File: config.mk
export PLATFORM = sky130hd
export DESIGN_NAME = btsu_unit
export DESIGN_NICKNAME = d
export VERILOG_FILES = /design/src/core/btsu_pkg.sv /design/src/core/btsu_unit.sv
export SDC_FILE = /design/constraint.sdc
export NUM_CORES = 1
export LEC_CHECK = 0
export BUFFER_PORTS_ARGS = -buffer_cell sky130_fd_sc_hd__buf_4
export CAP_MARGIN = 0
export CORE_ASPECT_RATIO = 1.75
export CORE_UTILIZATION = 54
export CTS_CLUSTER_DIAMETER = 50
export DETAILED_ROUTE_END_ITERATION = 10
export GPL_TIMING_DRIVEN = 1
export PLACE_DENSITY = 0.8
export SETUP_SLACK_MARGIN = 0.05
export SLEW_MARGIN = 20
export SYNTH_ARGS = -nofsm -noshare
export SYNTH_HDL_FRONTEND = slang
export SYNTH_SLANG_ARGS = --single-unit
File: constraint.sdc
create_clock -name clk -period 2.3 [get_ports clk]
set_input_delay 0.115 -clock clk [delete_from_list [all_inputs] [get_ports clk]]
set_output_delay 0.115 -clock clk [all_outputs]
set_load 0.005 [all_outputs]
File: src/core/btsu_pkg.sv
/*
 * Shared constants of the branch, transfer and shift execution unit.
 * Assumes a decoder outside that presents one operation at a time.
 */
package btsu_pkg;
    // ==========================================================
    // Widths and reset values
    localparam int DATA_W = 8;
    localparam int ADDR_W = 16;
    localparam logic [7:0] ACC_RST = 8'h00;
    localparam logic [7:0] IDX_RST = 8'h00;
    localparam logic [7:0] SP_RST = 8'hff;
    localparam logic [15:0] PC_RST = 16'h0000;
    localparam logic [15:0] LEN_BRANCH = 16'h0002;
    localparam logic [15:0] LEN_ONE = 16'h0001;
    // ==========================================================
    // Operations
    typedef enum logic [4:0] {
        BTSU_NOP,
        BRANCH_IF_CARRY_CLEAR, BRANCH_IF_CARRY_SET,
        BRANCH_IF_EQUAL, BRANCH_IF_NOT_EQUAL,
        BRANCH_IF_MINUS, BRANCH_IF_PLUS,
        BRANCH_IF_OVERFLOW_CLEAR, BRANCH_IF_OVERFLOW_SET,
        ACC_TO_X_TRANSFER, ACC_TO_Y_TRANSFER, SP_TO_X_TRANSFER,
        X_TO_ACC_TRANSFER, Y_TO_ACC_TRANSFER, X_TO_SP_TRANSFER,
        ARITH_SHIFT_LEFT, LOGICAL_SHIFT_RIGHT,
        ROTATE_LEFT_CARRY, ROTATE_RIGHT_CARRY,
        BTSU_BIT_TEST
    } btsu_op_t;
endpackage : btsu_pkg

File: src/core/btsu_unit.sv
/*
 * Execution unit for conditional branches, register transfers and shifts.
 * Assumes op_valid pulses with a decoded operation, displacement and memory
 * byte; memory write-back is done outside from mem_wr/mem_wdata.
 */
// What this block does
// - Carry-clear branch taken on carry 0, carry-set branch on carry 1.
// - Equal branch taken on zero 1, not-equal branch on zero 0.
// - Minus branch taken on negative 1, plus branch on negative 0.
// - Overflow-clear branch on overflow 0, overflow-set branch on 1.
// - Taken branch loads program counter with the destination.
// - Untaken branch continues at the instruction after the branch.
// - Accumulator copied into X or Y, accumulator unchanged.
// - X or Y copied into the accumulator.
// - Stack pointer copied into X.
// - X copied into the stack pointer.
// - Transfers are one byte, program counter advances by one.
// - Shifts act on accumulator or memory byte, result written back there.
// - Left shift moves every bit one place toward bit 7.
// - Right shift moves bits toward bit 0, old bit 0 into carry.
// - Rotate right puts old bit 0 in carry, old carry in bit 7.
// - Rotate left puts old bit 7 in carry, old carry in bit 0.
// - Bit test copies memory bit 7 into the negative flag.
`timescale 1ns/10ps
module btsu_unit #(
    parameter int DW = btsu_pkg::DATA_W
) (
    // Clock and reset
    input wire logic clk,
    input wire logic rst_n,
    // Operation
    input wire logic op_valid,
    input wire btsu_pkg::btsu_op_t op_code,
    input wire logic op_use_mem,
    input wire logic [7:0] op_disp,
    input wire logic [DW-1:0] mem_rdata,
    // Flags set elsewhere
    input wire logic flag_zero_in,
    input wire logic flag_ovf_in,
    // State
    output logic [15:0] pc,
    output logic [DW-1:0] acc,
    output logic [DW-1:0] idx_x,
    output logic [DW-1:0] idx_y,
    output logic [DW-1:0] sp,
    output logic flag_carry,
    output logic flag_neg,
    // Memory write-back
    output logic mem_wr,
    output logic [DW-1:0] mem_wdata
);
    // ==========================================================
    // Checks
    // Flag and shift taps sit at bit 7, so only bytes fit
    if (DW != 8) begin : g_dw_check
        $error("btsu_unit serves 8-bit data only");
    end

    // ==========================================================
    // Reset release
    logic rst_s1_reg;
    logic rst_s2_reg;
    always_ff @(posedge clk or negedge rst_n) begin
        if (!rst_n) begin
            rst_s1_reg <= 1'b0;
            rst_s2_reg <= 1'b0;
        end else begin
            rst_s1_reg <= 1'b1;
            rst_s2_reg <= rst_s1_reg;
        end
    end
    wire logic rst_ok_n = rst_s2_reg;

    // ==========================================================
    // Decode
    logic [15:0] pc_reg, pc_next;
    logic [DW-1:0] acc_reg, acc_next, x_reg, x_next, y_reg, y_next, sp_reg, sp_next;
    logic c_reg, c_next, n_reg, n_next, wr_reg, wr_next;
    logic [DW-1:0] wd_reg, wd_next;

    wire logic is_branch = op_code inside {btsu_pkg::BRANCH_IF_CARRY_CLEAR, btsu_pkg::BRANCH_IF_CARRY_SET,
        btsu_pkg::BRANCH_IF_EQUAL, btsu_pkg::BRANCH_IF_NOT_EQUAL, btsu_pkg::BRANCH_IF_MINUS,
        btsu_pkg::BRANCH_IF_PLUS, btsu_pkg::BRANCH_IF_OVERFLOW_CLEAR, btsu_pkg::BRANCH_IF_OVERFLOW_SET};
    wire logic is_xfer = op_code inside {btsu_pkg::ACC_TO_X_TRANSFER, btsu_pkg::ACC_TO_Y_TRANSFER,
        btsu_pkg::SP_TO_X_TRANSFER, btsu_pkg::X_TO_ACC_TRANSFER, btsu_pkg::Y_TO_ACC_TRANSFER,
        btsu_pkg::X_TO_SP_TRANSFER};
    wire logic is_shift = op_code inside {btsu_pkg::ARITH_SHIFT_LEFT, btsu_pkg::LOGICAL_SHIFT_RIGHT,
        btsu_pkg::ROTATE_LEFT_CARRY, btsu_pkg::ROTATE_RIGHT_CARRY};

    wire logic cond_carry = (op_code == btsu_pkg::BRANCH_IF_CARRY_CLEAR && !c_reg)
        || (op_code == btsu_pkg::BRANCH_IF_CARRY_SET && c_reg);
    wire logic cond_zero = (op_code == btsu_pkg::BRANCH_IF_EQUAL && flag_zero_in)
        || (op_code == btsu_pkg::BRANCH_IF_NOT_EQUAL && !flag_zero_in);
    wire logic cond_neg = (op_code == btsu_pkg::BRANCH_IF_MINUS && n_reg)
        || (op_code == btsu_pkg::BRANCH_IF_PLUS && !n_reg);
    wire logic cond_ovf = (op_code == btsu_pkg::BRANCH_IF_OVERFLOW_CLEAR && !flag_ovf_in)
        || (op_code == btsu_pkg::BRANCH_IF_OVERFLOW_SET && flag_ovf_in);
    wire logic taken = cond_carry | cond_zero | cond_neg | cond_ovf;

    wire logic [15:0] pc_after = pc_reg + btsu_pkg::LEN_BRANCH;
    wire logic [15:0] pc_dest = pc_after + {{8{op_disp[7]}}, op_disp};

    wire logic [DW-1:0] sh_in = op_use_mem ? mem_rdata : acc_reg;
    logic [DW-1:0] sh_out;
    logic sh_c;
    always_comb begin
        sh_out = sh_in;
        sh_c = c_reg;
        case (op_code)
            btsu_pkg::ARITH_SHIFT_LEFT: begin
                sh_out = {sh_in[DW-2:0], 1'b0};
                sh_c = sh_in[DW-1];
            end
            btsu_pkg::LOGICAL_SHIFT_RIGHT: begin
                sh_out = {1'b0, sh_in[DW-1:1]};
                sh_c = sh_in[0];
            end
            btsu_pkg::ROTATE_LEFT_CARRY: begin
                sh_out = {sh_in[DW-2:0], c_reg};
                sh_c = sh_in[DW-1];
            end
            btsu_pkg::ROTATE_RIGHT_CARRY: begin
                sh_out = {c_reg, sh_in[DW-1:1]};
                sh_c = sh_in[0];
            end
            default: begin
                sh_out = sh_in;
                sh_c = c_reg;
            end
        endcase
    end

    always_comb begin
        pc_next = pc_reg;
        acc_next = acc_reg;
        x_next = x_reg;
        y_next = y_reg;
        sp_next = sp_reg;
        c_next = c_reg;
        n_next = n_reg;
        wr_next = 1'b0;
        wd_next = wd_reg;
        if (op_valid) begin
            case (op_code)
                btsu_pkg::ACC_TO_X_TRANSFER: x_next = acc_reg;
                btsu_pkg::ACC_TO_Y_TRANSFER: y_next = acc_reg;
                btsu_pkg::SP_TO_X_TRANSFER: x_next = sp_reg;
                btsu_pkg::X_TO_ACC_TRANSFER: acc_next = x_reg;
                btsu_pkg::Y_TO_ACC_TRANSFER: acc_next = y_reg;
                btsu_pkg::X_TO_SP_TRANSFER: sp_next = x_reg;
                btsu_pkg::BTSU_BIT_TEST: n_next = mem_rdata[DW-1];
                default: begin
                end
            endcase
            if (is_branch) begin
                pc_next = taken ? pc_dest : pc_after;
            end
            if (is_xfer) begin
                pc_next = pc_reg + btsu_pkg::LEN_ONE;
            end
            if (is_shift) begin
                c_next = sh_c;
                n_next = sh_out[DW-1];
                if (op_use_mem) begin
                    wr_next = 1'b1;
                    wd_next = sh_out;
                end else begin
                    acc_next = sh_out;
                end
            end
        end
    end

    // ==========================================================
    // State registers
    always_ff @(posedge clk or negedge rst_ok_n) begin
        if (!rst_ok_n) begin
            pc_reg <= btsu_pkg::PC_RST;
            acc_reg <= btsu_pkg::ACC_RST;
            x_reg <= btsu_pkg::IDX_RST;
            y_reg <= btsu_pkg::IDX_RST;
            sp_reg <= btsu_pkg::SP_RST;
            c_reg <= 1'b0;
            n_reg <= 1'b0;
            wr_reg <= 1'b0;
            wd_reg <= '0;
        end else begin
            pc_reg <= pc_next;
            acc_reg <= acc_next;
            x_reg <= x_next;
            y_reg <= y_next;
            sp_reg <= sp_next;
            c_reg <= c_next;
            n_reg <= n_next;
            wr_reg <= wr_next;
            wd_reg <= wd_next;
        end
    end

    assign pc = pc_reg;
    assign acc = acc_reg;
    assign idx_x = x_reg;
    assign idx_y = y_reg;
    assign sp = sp_reg;
    assign flag_carry = c_reg;
    assign flag_neg = n_reg;
    assign mem_wr = wr_reg;
    assign mem_wdata = wd_reg;

    // ==========================================================
    // Checks on behaviour
    wire logic fire = op_valid && rst_ok_n;

    a_carry_branch_taken: assert property (@(posedge clk) disable iff (!rst_ok_n)
        fire && op_code == btsu_pkg::BRANCH_IF_CARRY_SET && c_reg |=> pc_reg == $past(pc_dest))
        else $error("carry-set branch not taken");
    a_zero_branch_skip: assert property (@(posedge clk) disable iff (!rst_ok_n)
        fire && op_code == btsu_pkg::BRANCH_IF_EQUAL && !flag_zero_in |=> pc_reg == $past(pc_reg) + 16'h0002)
        else $error("equal branch taken on zero 0");
    a_neg_branch_plus: assert property (@(posedge clk) disable iff (!rst_ok_n)
        fire && op_code == btsu_pkg::BRANCH_IF_PLUS && !n_reg |=> pc_reg == $past(pc_dest))
        else $error("plus branch not taken");
    a_ovf_branch_clear: assert property (@(posedge clk) disable iff (!rst_ok_n)
        fire && op_code == btsu_pkg::BRANCH_IF_OVERFLOW_CLEAR && flag_ovf_in |=> pc_reg == $past(pc_after))
        else $error("overflow-clear branch taken on overflow 1");
    a_xfer_pc_step: assert property (@(posedge clk) disable iff (!rst_ok_n)
        fire && is_xfer |=> pc_reg == $past(pc_reg) + 16'h0001)
        else $error("transfer did not step by one");
    a_acc_to_x: assert property (@(posedge clk) disable iff (!rst_ok_n)
        fire && op_code == btsu_pkg::ACC_TO_X_TRANSFER |=> x_reg == $past(acc_reg) && acc_reg == $past(acc_reg))
        else $error("accumulator to X wrong");
    a_x_to_sp: assert property (@(posedge clk) disable iff (!rst_ok_n)
        fire && op_code == btsu_pkg::X_TO_SP_TRANSFER |=> sp_reg == $past(x_reg))
        else $error("X to stack pointer wrong");
    a_rotate_right_mem: assert property (@(posedge clk) disable iff (!rst_ok_n)
        fire && op_code == btsu_pkg::ROTATE_RIGHT_CARRY && op_use_mem
        |=> mem_wr && mem_wdata == {$past(c_reg), $past(mem_rdata[7:1])} && c_reg == $past(mem_rdata[0]))
        else $error("rotate right to memory wrong");
    a_bit_test_neg: assert property (@(posedge clk) disable iff (!rst_ok_n)
        fire && op_code == btsu_pkg::BTSU_BIT_TEST |=> n_reg == $past(mem_rdata[7]))
        else $error("bit test negative wrong");
    a_carry_clear_skip: assert property (@(posedge clk) disable iff (!rst_ok_n)
        fire && op_code == btsu_pkg::BRANCH_IF_CARRY_CLEAR && c_reg |=> pc_reg == $past(pc_reg) + 16'h0002)
        else $error("carry-clear branch taken on carry 1");
    // Destination recomputed from sampled inputs, not from pc_dest
    a_branch_dest: assert property (@(posedge clk) disable iff (!rst_ok_n)
        fire && is_branch && taken
        |=> pc_reg == $past(pc_reg) + 16'h0002 + {{8{$past(op_disp[7])}}, $past(op_disp)})
        else $error("branch destination wrong");
    a_branch_fall: assert property (@(posedge clk) disable iff (!rst_ok_n)
        fire && is_branch && !taken |=> pc_reg == $past(pc_reg) + 16'h0002)
        else $error("untaken branch did not fall through");
    a_y_to_acc: assert property (@(posedge clk) disable iff (!rst_ok_n)
        fire && op_code == btsu_pkg::Y_TO_ACC_TRANSFER |=> acc_reg == $past(y_reg))
        else $error("Y to accumulator wrong");
    a_sp_to_x: assert property (@(posedge clk) disable iff (!rst_ok_n)
        fire && op_code == btsu_pkg::SP_TO_X_TRANSFER |=> x_reg == $past(sp_reg))
        else $error("stack pointer to X wrong");
    a_left_shift_acc: assert property (@(posedge clk) disable iff (!rst_ok_n)
        fire && op_code == btsu_pkg::ARITH_SHIFT_LEFT && !op_use_mem
        |=> acc_reg == {$past(acc_reg[6:0]), 1'b0} && c_reg == $past(acc_reg[7]))
        else $error("left shift of accumulator wrong");
    a_right_shift_acc: assert property (@(posedge clk) disable iff (!rst_ok_n)
        fire && op_code == btsu_pkg::LOGICAL_SHIFT_RIGHT && !op_use_mem
        |=> acc_reg == {1'b0, $past(acc_reg[7:1])} && c_reg == $past(acc_reg[0]))
        else $error("right shift of accumulator wrong");
    a_right_shift_mem: assert property (@(posedge clk) disable iff (!rst_ok_n)
        fire && op_code == btsu_pkg::LOGICAL_SHIFT_RIGHT && op_use_mem
        |=> mem_wr && mem_wdata == {1'b0, $past(mem_rdata[7:1])})
        else $error("right shift of memory byte wrong");
    a_rotate_left_acc: assert property (@(posedge clk) disable iff (!rst_ok_n)
        fire && op_code == btsu_pkg::ROTATE_LEFT_CARRY && !op_use_mem
        |=> acc_reg == {$past(acc_reg[6:0]), $past(c_reg)} && c_reg == $past(acc_reg[7]))
        else $error("rotate left of accumulator wrong");
    a_shift_mem_place: assert property (@(posedge clk) disable iff (!rst_ok_n)
        fire && is_shift && op_use_mem |=> mem_wr && acc_reg == $past(acc_reg))
        else $error("memory shift touched the accumulator");

    c_branch_taken: cover property (@(posedge clk) disable iff (!rst_ok_n) fire && is_branch && taken);
    c_branch_skip: cover property (@(posedge clk) disable iff (!rst_ok_n) fire && is_branch && !taken);
    c_shift_mem: cover property (@(posedge clk) disable iff (!rst_ok_n) fire && is_shift && op_use_mem);
    c_xfer_done: cover property (@(posedge clk) disable iff (!rst_ok_n) fire && is_xfer);
    c_bit_test: cover property (@(posedge clk) disable iff (!rst_ok_n) fire && op_code == btsu_pkg::BTSU_BIT_TEST);
endmodule : btsu_unit

== After elaboration in Yosys (flattened, before gate mapping) ==
Cells that the tools add are included.

* Bits in read-only memories: 0
* Word-level logic and storage cells: 83
* Bits in registers: 61
* Latch bits: 0
* Memory bits (writable): 0
* Output and inout port bits: 59
* Memories kept: 0

* Divide/modulo/power cells: 0
* Muxes and demuxes: 15
* Bitwise logic cells: 3
* Multipliers: 0
* Shift-type cells: 0
* Reduce and logical (&&, ||, !) cells: 32
* Equal/unequal tests: 19
* Add/subtract/negate cells: 3
* $lt $le $gt $ge: 0

{| class="wikitable"
|+ Operators with widths
! cell !! count
|-
| $mux 16 || 3
|-
| $eq 5x4->1 const B || 8
|-
| $pmux 8 s2 || 2
|-
| $pmux 8 s4 || 1
|-
| $mux 8 || 3
|-
| $eq 5x3->1 const B || 4
|-
| $eq 5x5->1 const B || 4
|-
| $add 16x1->16 const B || 1
|-
| $add 16x16->16 || 1
|-
| $add 16x2->16 const B || 1
|-
| $eq 5x2->1 const B || 2
|-
| $reduce_and 2->1 || 5
|-
| $logic_and 1x1->1 || 8
|-
| $reduce_bool 2->1 || 4
|-
| $reduce_bool 8->1 || 1
|-
| $reduce_and 3->1 || 2
|-
| $reduce_bool 6->1 || 1
|-
| $eq 5x1->1 const B || 1
|-
| $mux 1 || 5
|-
| $logic_not 1->1 || 4
|-
| $logic_or 1x1->1 || 4
|-
| $reduce_bool 4->1 || 1
|-
| $reduce_or 2->1 || 2
|-
| $or 1x1->1 || 3
|-
| $pmux 1 s2 || 1
|}

== Depth between registers and ports, before layout ==
Gate-level depths: netlist of run 1.

* Depth in word-level cells: 9
* Gate-level depth with buffers: 14
* Depth with buffers taken out: 12

== Worst setup path before layout of run 1 ==
OpenSTA, ideal clock, no wires.

* Path kind: reg-to-reg
* From: register pc_reg[1], in the netlist pc[1]
* To: register pc_reg[14], in the netlist pc[14]
* Setup time: 69 ps
* Slack: -770 ps
* Buffers on the path: 1
* Arrival: 3001 ps
* Cell stages (with the launch flop): 13
* Path through: dfrtp_1 ha_1 clkbuf_1 nand3_1 xnor2_1 ha_1 and3_1 a221oi_2 o221a_2 o21ai_2 and2_1 or4b_1 nand3_1

* Cells in the longest elaborated chain, start to end: 5
* Elaborated cells between the ends (all ways): 6
* Classes of those cells: add/sub (3); mux (3)

{| class="wikitable"
|+ Ends and longest elaborated chain
! element !! RTL line !! RTL
|-
| from (decl) || btsu_unit.sv:76 || <nowiki>logic [15:0] pc_reg, pc_next;</nowiki>
|-
| from (signal assigned) || btsu_unit.sv:178 || <nowiki>pc_reg <= btsu_pkg::PC_RST;</nowiki>
|-
| from (signal assigned) || btsu_unit.sv:188 || <nowiki>pc_reg <= pc_next;</nowiki>
|-
| $add 16x2->16 || btsu_unit.sv:100 || <nowiki>wire logic [15:0] pc_after = pc_reg + btsu_pkg::LEN_BRANCH;</nowiki>
|-
| $add 16x16->16 || btsu_unit.sv:101 || <nowiki>wire logic [15:0] pc_dest = pc_after + {{8{op_disp[7]}}, op_disp};</nowiki>
|-
| $mux 16 || btsu_unit.sv:156 || <nowiki>pc_next = taken ? pc_dest : pc_after;</nowiki>
|-
| $mux 16 || btsu_unit.sv:155 || <nowiki>if (is_branch) begin</nowiki>
|-
| $mux 16 (*) || btsu_unit.sv:158 || <nowiki>if (is_xfer) begin</nowiki>
|}

Every way passes the cells marked *; elsewhere a longest branch is shown, timed or not. The select of a mux whose other input is x is not followed.
A chain may end at the register's enable or synchronous reset.

== Final worst setup path of run 1 ==
* From: register pc_reg[4], in the netlist pc[4]
* To: register pc_reg[14], in the netlist pc[14]

The elaborated chain is that of the path after synthesis.

==> results of run 1 <==
through the flow:
step,hold slack [ns],utilization,worst slack (ns)
detailed placement,-0.101,0.710,-0.503
floorplan,-0.181,-,-0.489
CTS,0.0959,0.782,-0.418
global route,0.110,0.806,-0.544
finish,0.108,0.806,-0.475
global placement,-0.103,0.710,-0.480
cells in the final DEF (no fill, tap or decap), drive strengths merged, types with 5 or more instances in the layout:
| master | synthesis | routed |
|---|---|---|
| buf | 13 | 170 |
| dfrtp | 53 | 53 |
| nor2 | 51 | 51 |
| a21oi | 39 | 39 |
| mux2 | 34 | 34 |
| nand2 | 30 | 30 |
| o21ai | 23 | 23 |
| ha | 21 | 21 |
| o22ai | 19 | 19 |
| mux2i | 18 | 18 |
| xnor2 | 18 | 18 |
| inv | 16 | 17 |
| nand3 | 15 | 15 |
| clkbuf | 14 | 11 |
| nand2b | 9 | 9 |
| xor2 | 9 | 9 |
| a21o | 8 | 8 |
| dfstp | 8 | 8 |
| and3 | 5 | 5 |
| nor3 | 5 | 5 |
area by class of cell:
class | count | area (um2) | share of cell area
clock inverters | 5 | 58.8 | 0.00929
multi-input cells | 367 | 3000 | 0.473
well taps | 90 | 113 | 0.0178
clock buffers | 11 | 243 | 0.0383
repair buffers | 171 | 1320 | 0.208
flip-flops and latches | 61 | 1540 | 0.244
inverters | 16 | 60.1 | 0.00948
power by group:
part / internal, mW / switching (mW)
Combinational: 2.31 / 1.95
Clock: 0.870 / 0.500
Sequential: 1.40 / 0.348
cell families (layout without fill, tap and decap cells):
| logic type | count (synthesis) | after routing | synth area share |
|---|---|---|---|
| XOR/XNOR | 27 | 27 | 0.0544 |
| AO/OA/AOI/OAI | 123 | 123 | 0.186 |
| AND/OR/NAND/NOR | 141 | 141 | 0.161 |
| flip-flops | 61 | 61 | 0.353 |
| other | 1 | 1 | 0.000862 |
| multiplexers | 53 | 53 | 0.136 |
| adder cells (fa/ha/maj) | 22 | 22 | 0.0650 |
| buffers and inverters | 43 | 203 | 0.0443 |
timing repair:
item / CTS / global route
hold endpoints to repair: 2 / 0
setup endpoints to repair: 11 / 12
hold buffers: 1 / 0
buffers inserted: 5 / 8
resized for setup: 39 / 27
pin swaps: 23 / 29
how the worst max path moves through the flow:
stage	from	end
after floorplan	pc[1]	pc[14]
after global placement	pc[2]	pc[14]
after detailed placement	pc[2]	pc[14]
after CTS	pc[1]	pc[14]
after global routing	pc[2]	pc[13]
final	pc[4]	pc[14]
metal layers:
metal	up-vias	GRT usage	part of all wire
li1	2023	-	-
met1	2235	0.357	0.34
met3	72	0.0525	0.061
met4	0	0.194	0.052
met2	255	0.626	0.54
met5	-	0	0
==> metrics, run 1 <==
Slew @ Worst Pin 0.680 ns; count leader, synth dfrtp_1; Die Wd between 60 and 70 um; final cell count without fillers roughly 700; P&R area growth vs syn 45.6%; Seq/Total Area, Yosys 0.353; Initial Utilization 0.554; Sink Count slightly above 60; status complete, but fails checks; delay-heaviest family, CP simple AND/OR/NAND/NOR gates; Final WS setup -0.475 ns; Worst Path Arrival roughly 3 ns; WL final roughly 15 mm; Routed Antenna Nets 0; most frequent cells after synthesis dfrtp_1 (53), nor2_1 (50), a21oi_1 (39), mux2_2 (33), nand2_1 (30); Post-synth EDFFs 0; Root Buffer clkbuf_16; TNS Setup -3.32 ns; Synth Register Bits 61; Max Slew Vio Count 0; FF-to-FF Start pc[4]; crit-path max FO 4; placed cell area 5580 um2; clock period minus worst slack ~2.8 ns; Avg Inst Size Synth 9.23 um2; total global-route track usage 0.339; R2R Setup Slk -0.48 ns; Worst-path clk slew ~0.060 ns; gr ovfl total 0; top_reg_cell synth dfrtp_1; slew margin rel. 0.547; part of the cycle the worst path needs 1.21; Max-Cap Viols 0; FP Rows 43; first-pass GRT wire length ~23 mm; top cells by area, synth dfrtp_1 (31%), mux2_2 (8.5%), ha_1 (6.0%); IO Port Bufs between 80 and 90; slowest CP cell or4b_1; Final HPWL DP about 10 mm; Post-synth ARST share 1.00; area leader, netlist dfrtp_1; Worst-Skew Late Latency between 0.3 and 0.4 ns; n_diodes 0; cells on worst reg2reg path 12; number of setup violations in the final report 11; initial antenna violation count 0; peak supply drop ~930 uV; Via Count 4,585; syn_nets 520; Pwr Total between 7 and 8 mW; buffers and inverters on the worst path 2; Core Region roughly 7900 um2; FMAX 360 MHz; YS warnings 0; IO Count 86; Die ar. 8430 um2; Crit. End Element flip-flop; synthesized instance count roughly 470; largest net degree at the start of global routing 29; Max clock buf depth 2; cell area after layout 6330 um2; vias in the first global route approximately 4.6k; TritonCTS clock tree built; unrepaired setup endpoints after global routing yes; Largest register FFs 16; failing checks setup timing; drt pass-1 iters 5; routability cong. between 0.9 and 1; Critical Path Max Stage Delay between 0.4 and 0.5 ns; Worst EP required between 2 and 3 ns; fill count ~460; share of cells above drive strength 1 0.452; drt wl/cell roughly 20 um; pwr/cell area ~1200 nW/um2; Via density between 6 and 7; die height about 120 um; critical setup path kind flip-flop to flip-flop; Post-layout nets roughly 680; post-synth cell types 63; Post-route DRC 0; Final Skew ~0.007 ns; CP startpoint kind flip-flop; htree depth 3; Leak between 2 and 3 nW; Mapped Area 4350 um2; Placed Cells 693; CP Depth 12; Num CTS Buffers 9; CP cell instances and4_4 -> buf_4 -> nand3_1 -> nor2_1 -> xor2_1 -> ha_1 -> buf_4 -> nand2_1 -> o21ai_2 -> and2_4 -> or4b_1 -> nand3_1; initial drt markers about 350; Fin. Hold Viols 0; Synth top area share 0.305; Hold Crit Class input pin to asynchronous set/reset pin; R2R Path End pc[14]
Note: power is estimated with default switching activity, not from simulation.
==> run 2: changes to the inputs <==
clock period = 3.4 ns   (was 2.3 ns; I/O delays follow)
==> run 2 against run 1 <==
Against the previous run:
- the flow now finishes without violations
- maximum frequency down 11%
- global-route usage fell by 3.8 points
- die area did not move
- power is 48% lower
- clock-buffer cell count grew 1
- via count is 12% lower
- sequential share of layout area rose by 4.5 points
- worst setup slack improved by 0.75 ns
- combinational power fell by 58%
- final cell count shrank 10%
- clock skew grew 0.0021 ns
- critical endpoint unchanged
==> metrics, run 2 (same netlist as run 1, synthesis figures left out) <==
gr ovfl total 0 (unchanged); Worst Path Arrival 3.39 ns (+0.35 ns); TNS Setup 0 ns (+3.32 ns); n_diodes 0 (unchanged); status finished clean; Routed Antenna Nets 0 (unchanged); Fin. Hold Viols 0 (unchanged); FF-to-FF Start pc[1]; largest net degree at the start of global routing 44 (+52%); number of setup violations in the final report 0 (-11); initial antenna violation count 0 (unchanged); Num CTS Buffers 9 (unchanged); Post-layout nets 600 (-11%); pwr/cell area 721 nW/um2 (-38%); Max Slew Vio Count 0 (unchanged); CP startpoint kind flip-flop; Via density 6.23 (-2.1%); TritonCTS clock tree built; Crit. End Element flip-flop; drt wl/cell 19.2 um (-5.1%); Post-CTS Setup Bufs 0 (-5); Leak 2.43 nW (-16%); share of cells above drive strength 1 0.295 (-0.157); FMAX 320 MHz (-11%); cells on worst reg2reg path 11 (-1); most frequent cells in the layout buf_4 (95), nor2_1 (50), dfrtp_1 (50), a21oi_1 (39), mux2_2 (33); Root Buffer clkbuf_16; peak supply drop 415 uV (-55%); IO Count 86 (unchanged); Die ar. 8430 um2 (unchanged); Final HPWL DP 9.23 mm (-7.0%); delay-heaviest family, CP simple AND/OR/NAND/NOR gates; Max-Cap Viols 0 (unchanged); Critical Path Max Stage Delay 0.47 ns (about the same); htree depth 3 (unchanged); unrepaired setup endpoints after global routing no; routability cong. 0.894 (-8.4%); Final Skew 0.00915 ns (+0.00208 ns); Initial Utilization 0.554 (unchanged); drt pass-1 iters 5 (unchanged); initial drt markers 380 (+9.5%); FP Rows 43 (unchanged); Worst-path clk slew 0.06 ns (about the same); vias in the first global route 4,036 (-13%); P&R area growth vs syn 22.7%; slowest CP cell dfrtp_2; Worst EP required 3.66 ns (+1.10 ns); CP cell instances ha_1 -> buf_4 -> xor2_1 -> ha_1 -> and3_1 -> a221oi_2 -> o221a_2 -> o21ai_2 -> and2_1 -> or4b_1 -> nand3_1; Slew @ Worst Pin 1.01 ns (+0.330 ns); clock period minus worst slack 3.13 ns (+0.351 ns); Via Count 4,023 (-12%); Hold Crit Class input pin to asynchronous set/reset pin; total global-route track usage 0.300 (-0.0385); CP Depth 11 (-1); commonest non-fill, non-tap cell in the layout buf_4; WL final 12.4 mm (-15%); R2R Setup Slk 0.27 ns (+0.75 ns); most used cell, CP ha_1; Core Region 7860 um2 (unchanged); die height 121 um (unchanged); Post-route DRC 0 (unchanged); Die Wd 69.8 um (unchanged); Worst-Skew Late Latency 0.33 ns (about the same); slew margin rel. 0.325 (-0.222); Largest register FFs 16 (unchanged); Sink Count 61 (unchanged); part of the cycle the worst path needs 0.919 (-0.287); R2R Path End pc[14]; IO Port Bufs 85 (unchanged); first-pass GRT wire length 19.8 mm (-12%); crit-path max FO 10 (+6); critical setup path kind flip-flop to flip-flop; WHS 0.158 ns (+0.0500 ns); buffers and inverters on the worst path 1 (-1); Max clock buf depth 2 (unchanged)
run 2: changes by cell type in the layout (fill, tap and decap cells not counted), sizes merged:
cell	before	now
clkinv	1	3
inv	17	16
bufinv	1	0
clkbuf	11	12
clkinvlp	2	1
buf	170	95
run 2: worst max path at each step:
stage / start / end
finish: pc[1] / pc[14]
global route: pc[4] / pc[13]
CTS: pc[1] / pc[14]
detailed placement: pc[1] / pc[14]
global placement: pc[3] / pc[14]
floorplan: pc[1] / pc[14]
run 2: power by group:
group          leakage, nW  switching [mW]  internal [mW]  total [mW]
Clock                0.138           0.328          0.529       0.856
Sequential           0.726           0.271          0.944        1.22
Combinational         1.56           0.869          0.905        1.77
run 2: metrics by stage:
stage,setup slack (ns),std cells,power [mW],instance area [um2],utilization
floorplan,0.330,471,2.29,4350,-
global placement,0.354,629,2.91,5040,0.642
detailed placement,0.264,629,2.97,5040,0.642
CTS,0.242,646,3.84,5330,0.679
global route,0.0583,646,4.09,5340,0.679
finish,0.274,646,3.85,5340,0.679
run 2: cell type report:
type / count / area (um2)
clock buffers: 12 / 256
clock inverters: 4 / 22.5
fillers: 671 / 2520
inverters: 16 / 60.1
multi-input cells: 367 / 2620
flip-flops and latches: 61 / 1540
well taps: 90 / 113
repair buffers: 96 / 723
run 2: worst register-to-register path: stages, from the launching register on:
cell	delay (ns)
dfrtp_2	0.47
ha_1	0.24
buf_4	0.16
xor2_1	0.15
ha_1	0.34
and3_1	0.19
a221oi_2	0.37
o221a_2	0.31
o21ai_2	0.08
and2_1	0.18
or4b_1	0.47
nand3_1	0.11
run 2: repair_timing:
action / 4_1_cts / 5_1_grt
setup endpoints to repair: 0 / 3
hold buffers: 1 / 0
endpoints found under the hold margin: 2 / 0
resized for setup: 0 / 2
run 2: per-layer routing:
| layer | vias to the layer above | GRT usage | wire (um) |
|---|---|---|---|
| li1 | 1873 | - | - |
| met1 | 1958 | 0.325 | 4650 |
| met2 | 153 | 0.540 | 6680 |
| met3 | 39 | 0.0525 | 560 |
| met4 | 0 | 0.173 | 517 |
| met5 | - | 0 | 0 |
==> run 3: changes to the inputs <==
CORE_MARGIN = 5   (was not set)
CTS_CLUSTER_SIZE = 30   (was not set)
REMOVE_ABC_BUFFERS = 1   (was not set)
==> run 3 against run 2 <==
Against the previous run:
- sequential power barely moved
- clock-buffer cell count is 3 lower
- wire length down 0.48%
- final cell count increased by 0.46%
- final area grew 1.3%
- first-iteration DRC count fell by 41%
- power increased by 3.7%
- critical endpoint is now pc[15]
==> metrics, run 3 (same netlist as run 1, synthesis figures left out) <==
Die ar. 10,000 um2 (+19%); Worst-Skew Late Latency 0.33 ns (about the same); Fin. Hold Viols 0 (unchanged); Crit. End Element flip-flop; Core Region 7910 um2 (+0.69%); cells on worst reg2reg path 11 (unchanged); vias in the first global route 4,085 (+1.2%); WL final 12.3 mm (-0.48%); P&R area growth vs syn 24.3%; pwr/cell area 738 nW/um2 (+2.4%); initial drt markers 223 (-41%); Worst Path Arrival 3.36 ns (-0.03 ns); largest net degree at the start of global routing 36 (-18%); FMAX 321 MHz (+0.41%); number of setup violations in the final report 0 (unchanged); most frequent cells in the layout buf_4 (98), dfrtp_1 (51), nor2_1 (50), a21oi_1 (39), mux2_2 (33); total global-route track usage 0.250 (-0.0501); Routed Antenna Nets 0 (unchanged); slew margin rel. 0.310 (-0.0150); Worst EP required 3.65 ns (about the same); fin util 0.684 (+0.00424); Largest register FFs 16 (unchanged); Hold Crit Class input pin to flip-flop; Post-route DRC 0 (unchanged); IO Port Bufs 85 (unchanged); Max-Cap Viols 0 (unchanged); Root Buffer clkbuf_16; routability cong. 0.985 (+10%); CP startpoint kind flip-flop; Via density 6.25 (+0.35%); drt wl/cell 19.0 um (-0.94%); Initial Utilization 0.550 (-0.00377); Worst-path clk slew 0.06 ns (about the same); Final HPWL DP 9.32 mm (+0.96%); R2R Setup Slk 0.29 ns (about the same); status finished clean; WHS 0.139 ns (-0.0185 ns); clock period minus worst slack 3.11 ns (-0.0129 ns); Num CTS Buffers 9 (unchanged); FP Rows 43 (unchanged); commonest non-fill, non-tap cell in the layout buf_4; Max Slew Vio Count 0 (unchanged); htree depth 3 (unchanged); Via Count 4,056 (+0.82%); drt pass-1 iters 5 (unchanged); n_diodes 0 (unchanged); Slew @ Worst Pin 1.03 ns (+0.0225 ns); Die Wd 77.8 um (+11%); first-pass GRT wire length 20.0 mm (+1.1%); initial antenna violation count 0 (unchanged); worst hold stages 2; TNS Setup 0 ns (unchanged); TritonCTS clock tree built; share of cells above drive strength 1 0.299 (+0.00378); die height 129 um (+6.6%); part of the cycle the worst path needs 0.916 (-0.00379); IO Count 86 (unchanged); Leak 2.46 nW (+1.5%); Sink Count 61 (unchanged); peak supply drop 449 uV (+8.2%); Final Skew 0.00662 ns (-0.00253 ns); unrepaired setup endpoints after global routing no; Max clock buf depth 2 (unchanged); Post-layout nets 603 (+0.50%); Post-CTS Setup Bufs 0 (unchanged); gr ovfl total 0 (unchanged); critical setup path kind flip-flop to flip-flop; crit-path max FO 7 (-3)
run 3: worst paths after layout:
path,from,end
min in group asynchronous,rst_n,rst_s1_reg
worst max register to register,pc[1],pc[15]
worst max-delay path,pc[1],pc[15]
worst min register to register,rst_s1_reg,rst_ok_n
max in group asynchronous,rst_ok_n,sp[7]
worst min-delay path,op_valid,acc[4]
run 3: layout make-up:
| class | instances | area (um2) |
|---|---|---|
| multi-input combinational | 367 | 2620 |
| fill | 645 | 2500 |
| sequential | 61 | 1540 |
| timing repair buffer | 99 | 746 |
| clock buffer | 9 | 225 |
| tap | 90 | 113 |
| clock inverter | 7 | 105 |
| inverter | 16 | 60.1 |
run 3: layer usage:
| metal | vias to the layer above | part of all wire | track usage |
|---|---|---|---|
| met5 | - | 0 | 0 |
| met4 | 0 | 0.044 | 0.152 |
| met3 | 46 | 0.058 | 0.0462 |
| met2 | 174 | 0.53 | 0.446 |
| met1 | 1946 | 0.37 | 0.268 |
| li1 | 1890 | - | - |
run 3: what timing repair did:
action,in CTS,in global routing
endpoints found under the setup margin,0,1
resized for setup,0,1
endpoints found under the hold margin,2,0
hold buffers,1,0
run 3: through the flow:
step,std cells,total power [mW],setup slack [ns],cell area [um2]
after floorplan,444,2.26,0.404,4220
after global placement,632,2.90,0.478,5060
after detailed placement,632,2.96,0.364,5060
after CTS,649,4.00,0.276,5410
after global routing,649,4.26,0.114,5410
final,649,3.99,0.287,5410
run 3: worst max-delay path, cell delays in order, from the launching register on:
cell and delay [ns]:
dfrtp_1 0.39, ha_1 0.22, buf_4 0.17, xor2_1 0.15
ha_1 0.35, o211ai_1 0.12, o21bai_1 0.26, a31oi_1 0.22
o31a_1 0.38, a31oi_1 0.26, mux2_2 0.38, nor3_2 0.14
run 3: report_power, final:
group | switching (mW) | internal [mW] | total, mW | leakage (nW)
Clock | 0.363 | 0.654 | 1.02 | 0.159
Sequential | 0.261 | 0.943 | 1.20 | 0.727
Combinational | 0.863 | 0.905 | 1.77 | 1.58
Total | 1.49 | 2.50 | 3.99 | 2.46
